==> src/logic/rpv_pkg.sv <==
// Constants and types shared by both ends of the palette video front end.
// Assumes one 100 MHz clock and an active-low asynchronous reset on all registers but the palette memories.
package rpv_pkg;
    localparam int CODE_W = 4;
    localparam int INDEX_W = 5;
    localparam int DEPTH = 32;
    localparam logic [CODE_W-1:0] BLACK_CODE = 4'h0;
    localparam logic [CODE_W-1:0] ZERO_CODE = 4'h0;
    localparam int CLK_PERIOD_NS = 10;
    localparam int ACCESS_NS = 48;
    localparam int WRITE_PULSE_NS = 25;
    localparam int ACCESS_CYC = (ACCESS_NS + CLK_PERIOD_NS - 1) / CLK_PERIOD_NS;
    localparam int WRITE_CYC =
        (WRITE_PULSE_NS + CLK_PERIOD_NS - 1) / CLK_PERIOD_NS;

    typedef enum logic [1:0] {
        LVL_DATA,
        LVL_BLACK,
        LVL_BLANK,
        LVL_SYNC
    } rpv_level_type;
endpackage

==> src/logic/rpv_if.sv <==
// Pins between the graphics controller and the palette converter front end.
// All signals are plain levels sampled on CLK of both ends.
`timescale 1ns/1ps
interface rpv_if;
    import rpv_pkg::*;
    logic [CODE_W-1:0] red_entry_data;
    logic [CODE_W-1:0] green_entry_data;
    logic [CODE_W-1:0] blue_entry_data;
    logic [INDEX_W-1:0] palette_index;
    logic red_select_n;
    logic green_select_n;
    logic blue_select_n;
    logic read_write;
    logic blanking;
    logic sync;
    logic strobe;

    modport dev (
        input red_entry_data, green_entry_data, blue_entry_data,
        input palette_index, red_select_n, green_select_n, blue_select_n,
        input read_write, blanking, sync, strobe
    );
    modport ctl (
        output red_entry_data, green_entry_data, blue_entry_data,
        output palette_index, red_select_n, green_select_n, blue_select_n,
        output read_write, blanking, sync, strobe
    );
endinterface

==> src/logic/rpv_device.sv <==
// Device end: three palette memories and the converter input registers.
// Assumes link pins are synchronous to CLK; strobe is sampled, not a clock.
`timescale 1ns/1ps
module rpv_device
    import rpv_pkg::*;
(
    // Clock and reset
    input wire logic CLK,
    input wire logic RST_N,
    // Link from controller
    rpv_if.dev LINK,
    // Converter register contents and level selectors
    output logic [CODE_W-1:0] RED_CODE,
    output logic [CODE_W-1:0] GREEN_CODE,
    output logic [CODE_W-1:0] BLUE_CODE,
    output rpv_level_type RED_LEVEL,
    output rpv_level_type GREEN_LEVEL,
    output rpv_level_type BLUE_LEVEL
);

    // Palette storage has no reset: entries are unknown until written
    logic [CODE_W-1:0] mem_r [DEPTH];
    logic [CODE_W-1:0] mem_g [DEPTH];
    logic [CODE_W-1:0] mem_b [DEPTH];

    // Strobe history and its decoded falling edge
    logic strobe_q;
    logic fall;

    // Write enables, one per channel
    logic wr_r;
    logic wr_g;
    logic wr_b;

    // Raw memory words at the current index, before the select gate
    logic [CODE_W-1:0] word_r;
    logic [CODE_W-1:0] word_g;
    logic [CODE_W-1:0] word_b;

    // Memory words after the select gate
    logic [CODE_W-1:0] rd_r;
    logic [CODE_W-1:0] rd_g;
    logic [CODE_W-1:0] rd_b;

    // Values the converter registers take at the next strobe fall
    logic [CODE_W-1:0] red_code_d;
    logic [CODE_W-1:0] green_code_d;
    logic [CODE_W-1:0] blue_code_d;
    rpv_level_type red_level_d;
    rpv_level_type green_level_d;
    rpv_level_type blue_level_d;

    // A fall needs a high sample then a low one; a held low is no edge
    function automatic logic fell(input logic prev, input logic now);
        return prev && !now;
    endfunction

    // Write enable per channel: selected and read_write high
    function automatic logic wr_en(input logic sel_n, input logic write);
        return !sel_n && write;
    endfunction

    // Deselected memories present zero
    function automatic logic [CODE_W-1:0] rd_val(input logic sel_n,
            input logic [CODE_W-1:0] word);
        return sel_n ? ZERO_CODE : word;
    endfunction

    // Level per channel; a later test overrides an earlier one
    function automatic rpv_level_type lvl(input logic blank,
            input logic sync_on, input logic write, input logic is_green);
        rpv_level_type level;
        level = LVL_DATA;
        if (write) begin
            level = LVL_BLACK;
        end
        // Blanking outranks a write: a write while blanked shows blank
        if (blank) begin
            level = LVL_BLANK;
        end
        if (blank && sync_on && is_green) begin
            level = LVL_SYNC;
        end
        return level;
    endfunction

    // Only the data level shows a memory word; all else is code 0
    function automatic logic [CODE_W-1:0] code_for(
            input rpv_level_type level, input logic [CODE_W-1:0] word);
        case (level)
            LVL_DATA: begin
                return word;
            end
            default: begin
                return BLACK_CODE;
            end
        endcase
    endfunction

    assign fall = fell(strobe_q, LINK.strobe);
    assign wr_r = wr_en(LINK.red_select_n, LINK.read_write);
    assign wr_g = wr_en(LINK.green_select_n, LINK.read_write);
    assign wr_b = wr_en(LINK.blue_select_n, LINK.read_write);
    assign word_r = mem_r[LINK.palette_index];
    assign word_g = mem_g[LINK.palette_index];
    assign word_b = mem_b[LINK.palette_index];
    assign rd_r = rd_val(LINK.red_select_n, word_r);
    assign rd_g = rd_val(LINK.green_select_n, word_g);
    assign rd_b = rd_val(LINK.blue_select_n, word_b);

    // Red next values; a deselected red reads zero, so it goes black
    always_comb begin
        red_level_d = lvl(LINK.blanking, LINK.sync, LINK.read_write, 1'b0);
        red_code_d = code_for(red_level_d, rd_r);
    end

    // Green next values; green alone can show the sync level
    always_comb begin
        green_level_d = lvl(LINK.blanking, LINK.sync, LINK.read_write, 1'b1);
        green_code_d = code_for(green_level_d, rd_g);
    end

    // Blue next values
    always_comb begin
        blue_level_d = lvl(LINK.blanking, LINK.sync, LINK.read_write, 1'b0);
        blue_code_d = code_for(blue_level_d, rd_b);
    end

    // History starts at the idle level, so releasing reset makes no edge
    always_ff @(posedge CLK or negedge RST_N) begin
        if (!RST_N) begin
            strobe_q <= 1'b1;
        end else begin
            strobe_q <= LINK.strobe;
        end
    end

    // Writes go in whatever the blanking state
    // One process per channel so each write enable stands alone
    always_ff @(posedge CLK) begin
        if (wr_r) begin
            mem_r[LINK.palette_index] <= LINK.red_entry_data;
        end
    end

    always_ff @(posedge CLK) begin
        if (wr_g) begin
            mem_g[LINK.palette_index] <= LINK.green_entry_data;
        end
    end

    always_ff @(posedge CLK) begin
        if (wr_b) begin
            mem_b[LINK.palette_index] <= LINK.blue_entry_data;
        end
    end

    // Registers change only on a strobe fall, otherwise they hold
    always_ff @(posedge CLK or negedge RST_N) begin
        if (!RST_N) begin
            RED_CODE <= BLACK_CODE;
        end else if (fall) begin
            RED_CODE <= red_code_d;
        end
    end

    always_ff @(posedge CLK or negedge RST_N) begin
        if (!RST_N) begin
            GREEN_CODE <= BLACK_CODE;
        end else if (fall) begin
            GREEN_CODE <= green_code_d;
        end
    end

    always_ff @(posedge CLK or negedge RST_N) begin
        if (!RST_N) begin
            BLUE_CODE <= BLACK_CODE;
        end else if (fall) begin
            BLUE_CODE <= blue_code_d;
        end
    end

    // Selectors follow the same strobe edge as the codes
    // A deselected channel keeps the data level; its code is already 0
    always_ff @(posedge CLK or negedge RST_N) begin
        if (!RST_N) begin
            RED_LEVEL <= LVL_BLACK;
        end else if (fall) begin
            RED_LEVEL <= red_level_d;
        end
    end

    always_ff @(posedge CLK or negedge RST_N) begin
        if (!RST_N) begin
            GREEN_LEVEL <= LVL_BLACK;
        end else if (fall) begin
            GREEN_LEVEL <= green_level_d;
        end
    end

    always_ff @(posedge CLK or negedge RST_N) begin
        if (!RST_N) begin
            BLUE_LEVEL <= LVL_BLACK;
        end else if (fall) begin
            BLUE_LEVEL <= blue_level_d;
        end
    end
endmodule

==> src/flat_wrapper.sv <==
// flat-port wrapper written by rule: the top's interface ports become plain ports
module rpv_device_flat import rpv_pkg::*;
  (CLK, RST_N, RED_CODE, GREEN_CODE, BLUE_CODE, RED_LEVEL, GREEN_LEVEL, BLUE_LEVEL, LINK_red_entry_data, LINK_green_entry_data, LINK_blue_entry_data, LINK_palette_index, LINK_red_select_n, LINK_green_select_n, LINK_blue_select_n, LINK_read_write, LINK_blanking, LINK_sync, LINK_strobe);
  rpv_if LINK_i ();
  input wire logic CLK;
  input wire logic RST_N;
  output logic [CODE_W-1:0] RED_CODE;
  output logic [CODE_W-1:0] GREEN_CODE;
  output logic [CODE_W-1:0] BLUE_CODE;
  output rpv_level_type RED_LEVEL;
  output rpv_level_type GREEN_LEVEL;
  output rpv_level_type BLUE_LEVEL;
  input wire logic [$bits(LINK_i.red_entry_data)-1:0] LINK_red_entry_data;
  input wire logic [$bits(LINK_i.green_entry_data)-1:0] LINK_green_entry_data;
  input wire logic [$bits(LINK_i.blue_entry_data)-1:0] LINK_blue_entry_data;
  input wire logic [$bits(LINK_i.palette_index)-1:0] LINK_palette_index;
  input wire logic [$bits(LINK_i.red_select_n)-1:0] LINK_red_select_n;
  input wire logic [$bits(LINK_i.green_select_n)-1:0] LINK_green_select_n;
  input wire logic [$bits(LINK_i.blue_select_n)-1:0] LINK_blue_select_n;
  input wire logic [$bits(LINK_i.read_write)-1:0] LINK_read_write;
  input wire logic [$bits(LINK_i.blanking)-1:0] LINK_blanking;
  input wire logic [$bits(LINK_i.sync)-1:0] LINK_sync;
  input wire logic [$bits(LINK_i.strobe)-1:0] LINK_strobe;
  assign LINK_i.red_entry_data = LINK_red_entry_data;
  assign LINK_i.green_entry_data = LINK_green_entry_data;
  assign LINK_i.blue_entry_data = LINK_blue_entry_data;
  assign LINK_i.palette_index = LINK_palette_index;
  assign LINK_i.red_select_n = LINK_red_select_n;
  assign LINK_i.green_select_n = LINK_green_select_n;
  assign LINK_i.blue_select_n = LINK_blue_select_n;
  assign LINK_i.read_write = LINK_read_write;
  assign LINK_i.blanking = LINK_blanking;
  assign LINK_i.sync = LINK_sync;
  assign LINK_i.strobe = LINK_strobe;
  rpv_device u_core (.CLK(CLK), .RST_N(RST_N), .LINK(LINK_i), .RED_CODE(RED_CODE), .GREEN_CODE(GREEN_CODE), .BLUE_CODE(BLUE_CODE), .RED_LEVEL(RED_LEVEL), .GREEN_LEVEL(GREEN_LEVEL), .BLUE_LEVEL(BLUE_LEVEL));
endmodule
==> config.mk <==
export PLATFORM = sky130hd
export DESIGN_NAME = rpv_device_flat
export DESIGN_NICKNAME = d
export VERILOG_FILES = /design/src/logic/rpv_pkg.sv /design/src/logic/rpv_if.sv /design/src/logic/rpv_device.sv /design/src/flat_wrapper.sv
export SDC_FILE = /design/constraint.sdc
export NUM_CORES = 1
export LEC_CHECK = 0
export BUFFER_PORTS_ARGS = -buffer_cell sky130_fd_sc_hd__buf_4
export CORE_MARGIN = 2
export CORE_UTILIZATION = 35
export CTS_BUF_LIST = sky130_fd_sc_hd__clkbuf_16
export DETAILED_ROUTE_END_ITERATION = 10
export PLACE_DENSITY = 0.61
export SLEW_MARGIN = 20
export SYNTH_ARGS = -nofsm -noshare
export SYNTH_HDL_FRONTEND = slang
export SYNTH_SLANG_ARGS = --single-unit
==> constraint.sdc <==
create_clock -name CLK -period 3.4 [get_ports CLK]
set_input_delay 0.68 -clock CLK [delete_from_list [all_inputs] [get_ports CLK]]
set_output_delay 0.68 -clock CLK [all_outputs]
set_load 0.02 [all_outputs]
# After elaboration in Yosys (flattened, before gate mapping)
# Memories as Yosys holds them, arrays and structs flattened.
# Cells that the tools add are included.
dict set report op_classes {
  eq_ne 0
  div_mod_pow 0
  shift 0
  n_bitwise 0
  reduce_logical 11
  n_mul 0
  muxes 15
  n_addsub 0
  magnitude_cmp 0
}
# op n
set op_table {}
lappend op_table {{4-bit 2-to-1 mux} 6}
lappend op_table {{1-bit 2-to-1 mux} 7}
lappend op_table {{1-bit logical AND} 5}
lappend op_table {{1-bit logical NOT} 4}
lappend op_table {{2-bit logical NOT} 2}
lappend op_table {{2-bit 2-to-1 mux} 2}
dict set report word_totals {
  ramBits 384
  out_inout_bits 18
  regBits 17
  latchBits 0
  mem_count 3
  rom_bits 0
  in_bits 26
}
# memory words word_bits rd rd_ports_with_merged_regs write_ports line_no
set memory_table {}
lappend memory_table {u_core.mem_b 32 4 1 0 1 rpv_device.sv:24} ;# logic [CODE_W-1:0] mem_b [DEPTH];
lappend memory_table {u_core.mem_g 32 4 1 0 1 rpv_device.sv:23} ;# logic [CODE_W-1:0] mem_g [DEPTH];
lappend memory_table {u_core.mem_r 32 4 1 0 1 rpv_device.sv:22} ;# logic [CODE_W-1:0] mem_r [DEPTH];

# Depth between registers and ports, before layout
dict set report logic_depth {
  depth_word 5
  depth_mapped 8
  depth_no_buf 5
}

# Worst setup path before layout
# No wires, ideal clock.
dict set report synth_timing {
  path_type {input port to flip-flop}
  from {in LINK_palette_index[4]}
  to {mem u_core.mem_b[19][0], enable pin}
  setup_ps 330
  n_path_buf 3
  setup_slack_ps 1183
  path_stages 5
  arrival_ps 1887
  cell_sequence {buf_2 buf_2 or3b_2 buf_2 nor2_1}
}
# element line_no
set synth_lines {}
lappend synth_lines {{start: declaration} flat_wrapper.sv:16} ;# input wire logic [$bits(LINK_i.palette_index)-1:0] LINK_palette_index;
lappend synth_lines {{end: declaration} rpv_device.sv:24}
# Straight into the memory's write port.

# Worst setup path in the final report
dict set report layout_timing {
  from {in LINK_palette_index[1]}
  to {reg u_core.GREEN_CODE[0]}
}
dict set report layout_via {
  elab_chain_cells 3
}
# element line_no
set layout_rtl {}
lappend layout_rtl {{memory 32 x 4 bit} -}
lappend layout_rtl {{4-bit 2-to-1 mux} rpv_device.sv:66} ;# return sel_n ? ZERO_CODE : word;
lappend layout_rtl {{4-bit 2-to-1 mux} rpv_device.sv:90} ;# case (level)
lappend layout_rtl {{end signal: assignment} rpv_device.sv:171} ;# GREEN_CODE <= green_code_d;
lappend layout_rtl {{end: declaration} rpv_device.sv:14} ;# output logic [CODE_W-1:0] GREEN_CODE,
# Every way passes these cells.
# A chain may end at the register's enable or synchronous reset.

==> flow_metrics.py <==
metrics = {
    "timing": {
        "layout_setup_ws_ns": 0.950,
        "hold_violations": 0,
        "setup_viol": 0,
        "min_period_ns": 2.45,
        "finalCritPeriodShare": 0.721,
        "relSlewSlack": 0.325,
        "slew_violations": 0,
        "max_freq_mhz": 408,
        "rsz0062_at_grt": "false",
        "finClkSkew_ns": 0.0185,
        "tightest_slew_ns": 1.00,
        "finalSetupTns_ns": 0,
    },
    "synth": {
        "synth_area_per_cell_um2": 16.7,
        "synth-simple-area-share": 0.0586,
        "ys_types": 27,
        "ys_seq_elements": 401,
        "synth-compound-area-share": 0.0456,
        "synthMuxAreaShare": 0.121,
        "ys_warn_count": 0,
        "synth_nets": 975,
        "syn_inst": 949,
        "synthAdderAreaFrac": 0,
        "synth_top_family_by_area": "multiplexers",
        "netlist_area_mm2": 0.0159,
        "ys_seq_area_frac": 0.754,
        "synthXorXnorAreaFrac": 0,
    },
    "floorplan": {
        "coreArea_mm2": 0.0451,
        "ios": 44,
        "die-area_mm2": 0.0470,
        "die_height_um": 217,
        "initial_core_util": 0.352,
        "core.rowCount": 78,
        "chipWidth_um": 217,
    },
    "pwr": {
        "p_sw_frac": 0.209,
        "seq_power_share": 0.535,
        "vdd_drop_max_mv": 0.303,
        "intPower_w": 0.00811,
        "powerDensity_mw_per_mm2": 565,
        "p_total_w": 0.0102,
        "combPwrFrac": 0.052,
        "leakagePower_nw": 6.25,
        "p_switching_w": 0.00214,
        "p_clk_frac": 0.413,
    },
    "finish": {
        "antenna_cells": 0,
        "drive_above_1_share": 0.129,
        "syn2layout_area_growth_pct": 14.3,
        "fill_cells": 4075,
        "fin_util": 0.402,
        "num-nets-final": 1025,
    },
    "global_routing": {
        "antenna_found_initial": 0,
        "grt_overflow": 0,
        "grt_pass1_wl_um": 54900,
        "grt_pass1_vias": 8588,
        "grt_usage": 0.156,
        "grt_max_degree": 52,
    },
    "cts": {
        "cts_tree": "yes",
        "postCtsHoldBufs": 0,
        "cts-root-buf": "clkbuf_16",
        "post_cts_resized": 0,
        "cts_inserted_buffers": 38,
        "clock_path_buffers": 3,
        "clk_pin_slew_worst_paths_ns": 0.06,
        "h-tree-depth": 2,
        "post-cts-setup-buffers": 0,
        "clock_sinks": 401,
        "clk_latency_ns": 0.53,
    },
    "critical_path": {
        "crit_arrival_ns": 2.87,
        "crit_required_ns": 3.82,
        "crit_type": "in -> reg",
        "critPathCaptureType": "flop",
        "startpoint_type": "input port",
        "worstPathMaxFanout": 51,
    },
    "routing": {
        "ant_nets": 0,
        "drtIter0Drc": 614,
        "wl_per_cell_um": 22.6,
        "vias_per_cell": 5.22,
        "drc": 0,
        "vias": 8503,
        "first_pass_iters": 7,
        "drt-total-wl_um": 36700,
    },
    "outcome": {
        "outcome": "completed",
    },
    "placement": {
        "io_buffers": 43,
        "dpl.hpwl_um": 24200,
        "dpl_worst_slack_ns": 0.358,
        "gp_congestion": 0.800,
    },
    "job": {
        "drv_cap": 0,
    },
    "hold_path": {
        "hold_class": "in -> async",
    },
}
critical path, stage by stage:
cell,delay (ns)
buf_8,0.40
buf_4,0.49
mux2i_1,0.25
o22ai_1,0.14
nor4_1,0.51
nand2_1,0.10
a22o_1,0.21
power groups by stage:
stage	registers, W	clock network (W)	logic [W]
6_report	0.00548	0.00423	0.000530
5_1_grt	0.00548	0.00448	0.000567
4_1_cts	0.00548	0.00430	0.000535
3_5_place_dp	0.00558	0	0.000534
3_3_place_gp	0.00558	0	0.000527
2_1_floorplan	0.00559	0	0.000276
layout by cell type, fill, tap and decap left out, types with 2 or more instances in the layout:
master | synthesis | routed
nand4bb_1 | 6 | 6
nand2_1 | 28 | 28
buf_12 | 0 | 5
clkinv_2 | 0 | 6
clkinv_4 | 0 | 2
clkbuf_16 | 0 | 39
nand3_1 | 4 | 4
clkinv_1 | 0 | 9
dfstp_2 | 3 | 3
nor2b_1 | 5 | 5
nand3b_1 | 4 | 4
nor2_1 | 98 | 98
nor4_1 | 27 | 25
edfxtp_1 | 384 | 384
dfrtp_1 | 14 | 14
nor4_2 | 0 | 2
mux2i_1 | 192 | 192
o22ai_1 | 96 | 96
buf_4 | 11 | 62
or4b_1 | 3 | 3
bufinv_16 | 0 | 5
o21ai_0 | 2 | 2
nand4b_1 | 4 | 4
or3b_2 | 2 | 2
a22o_1 | 12 | 12
inv_1 | 0 | 6
cell families (layout without fill, tap and decap cells):
group | after synthesis | count (layout)
compound gates | 111 | 111
mux | 192 | 192
flops | 401 | 401
buf+inv | 58 | 137
simple gates | 187 | 187
final timing paths:
| path | start | endpoint | slack [ns] | depth (start not counted) |
|---|---|---|---|---|
| worst max-delay path | LINK_palette_index[1] | u_core.GREEN_CODE[0]$_DFFE_PN0P_ | 0.95 | 7 |
| worst min-delay path | RST_N | u_core.RED_LEVEL[1]$_DFFE_PN0P_ | 0.04 | 1 |
| worst max register to register | u_core.strobe_q$_DFF_PN1_ | u_core.GREEN_CODE[1]$_DFFE_PN0P_ | 1.32 | 3 |
| worst min register to register | u_core.GREEN_LEVEL[1]$_DFFE_PN0P_ | u_core.GREEN_LEVEL[1]$_DFFE_PN0P_ | 0.48 | 2 |
| max in group asynchronous | RST_N | u_core.GREEN_LEVEL[0]$_DFFE_PN1P_ | 3.07 | 1 |
| min in group CLK | LINK_strobe | u_core.strobe_q$_DFF_PN1_ | 0.27 | 1 |
flip-flops by register name (all words and copies together), names as in the netlist, 2 cells and up:
register	flops
u_core.mem_b	128
u_core.mem_g	128
u_core.mem_r	128
u_core.BLUE_CODE	4
u_core.GREEN_CODE	4
u_core.RED_CODE	4
u_core.GREEN_LEVEL	2
u_core.RED_LEVEL	2
per-stage QoR:
step,instance area [um2],std cells,hold slack [ns]
after floorplan,15900,949,0.384
after global placement,16900,1559,0.460
after detailed placement,16900,1559,0.474
after CTS,18100,1628,0.0256
after global routing,18100,1628,0.0408
final,18100,1628,0.0404
area by class of cell:
type / count / area, um2 / share of cell area
clock inverter: 30 / 270 / 0.0149
timing repair buffer: 68 / 581 / 0.0320
multi-input combinational: 490 / 3590 / 0.198
tap: 600 / 751 / 0.0414
clock buffer: 39 / 976 / 0.0538
sequential: 401 / 12000 / 0.660
cell usage after synthesis:
library cell,n,area [um2]
nand4b_1,4,35.0
nand2b_1,2,12.5
mux2i_1,192,1920
nor2_1,98,368
a21boi_0,1,7.51
dfstp_2,3,78.8
edfxtp_1,384,11500
buf_4,11,82.6
nor2b_1,5,31.3
clkbuf_1,11,41.3
or3b_2,2,17.5
nor4_1,27,169
a22o_1,12,105
or3_1,1,6.26
or4_4,1,11.3
buf_6,4,45.0
nand2_1,28,105
or4b_4,1,13.8
dfrtp_1,14,350
or4b_1,3,30.0
nand3b_1,4,30.0
nand4bb_1,6,67.6
o21ai_0,2,10.0
o22ai_1,96,601
buf_2,32,160
nand4_2,1,12.5
nand3_1,4,20.0
metal layers:
layer	vias to the layer above	track usage	share of wire
met1	4313	0.210	0.44
met5	-	0	0
met4	0	0.0489	0.025
met3	62	0.0307	0.063
li1	3851	-	-
met2	277	0.254	0.47
Power figures use the tool's default switching activity.
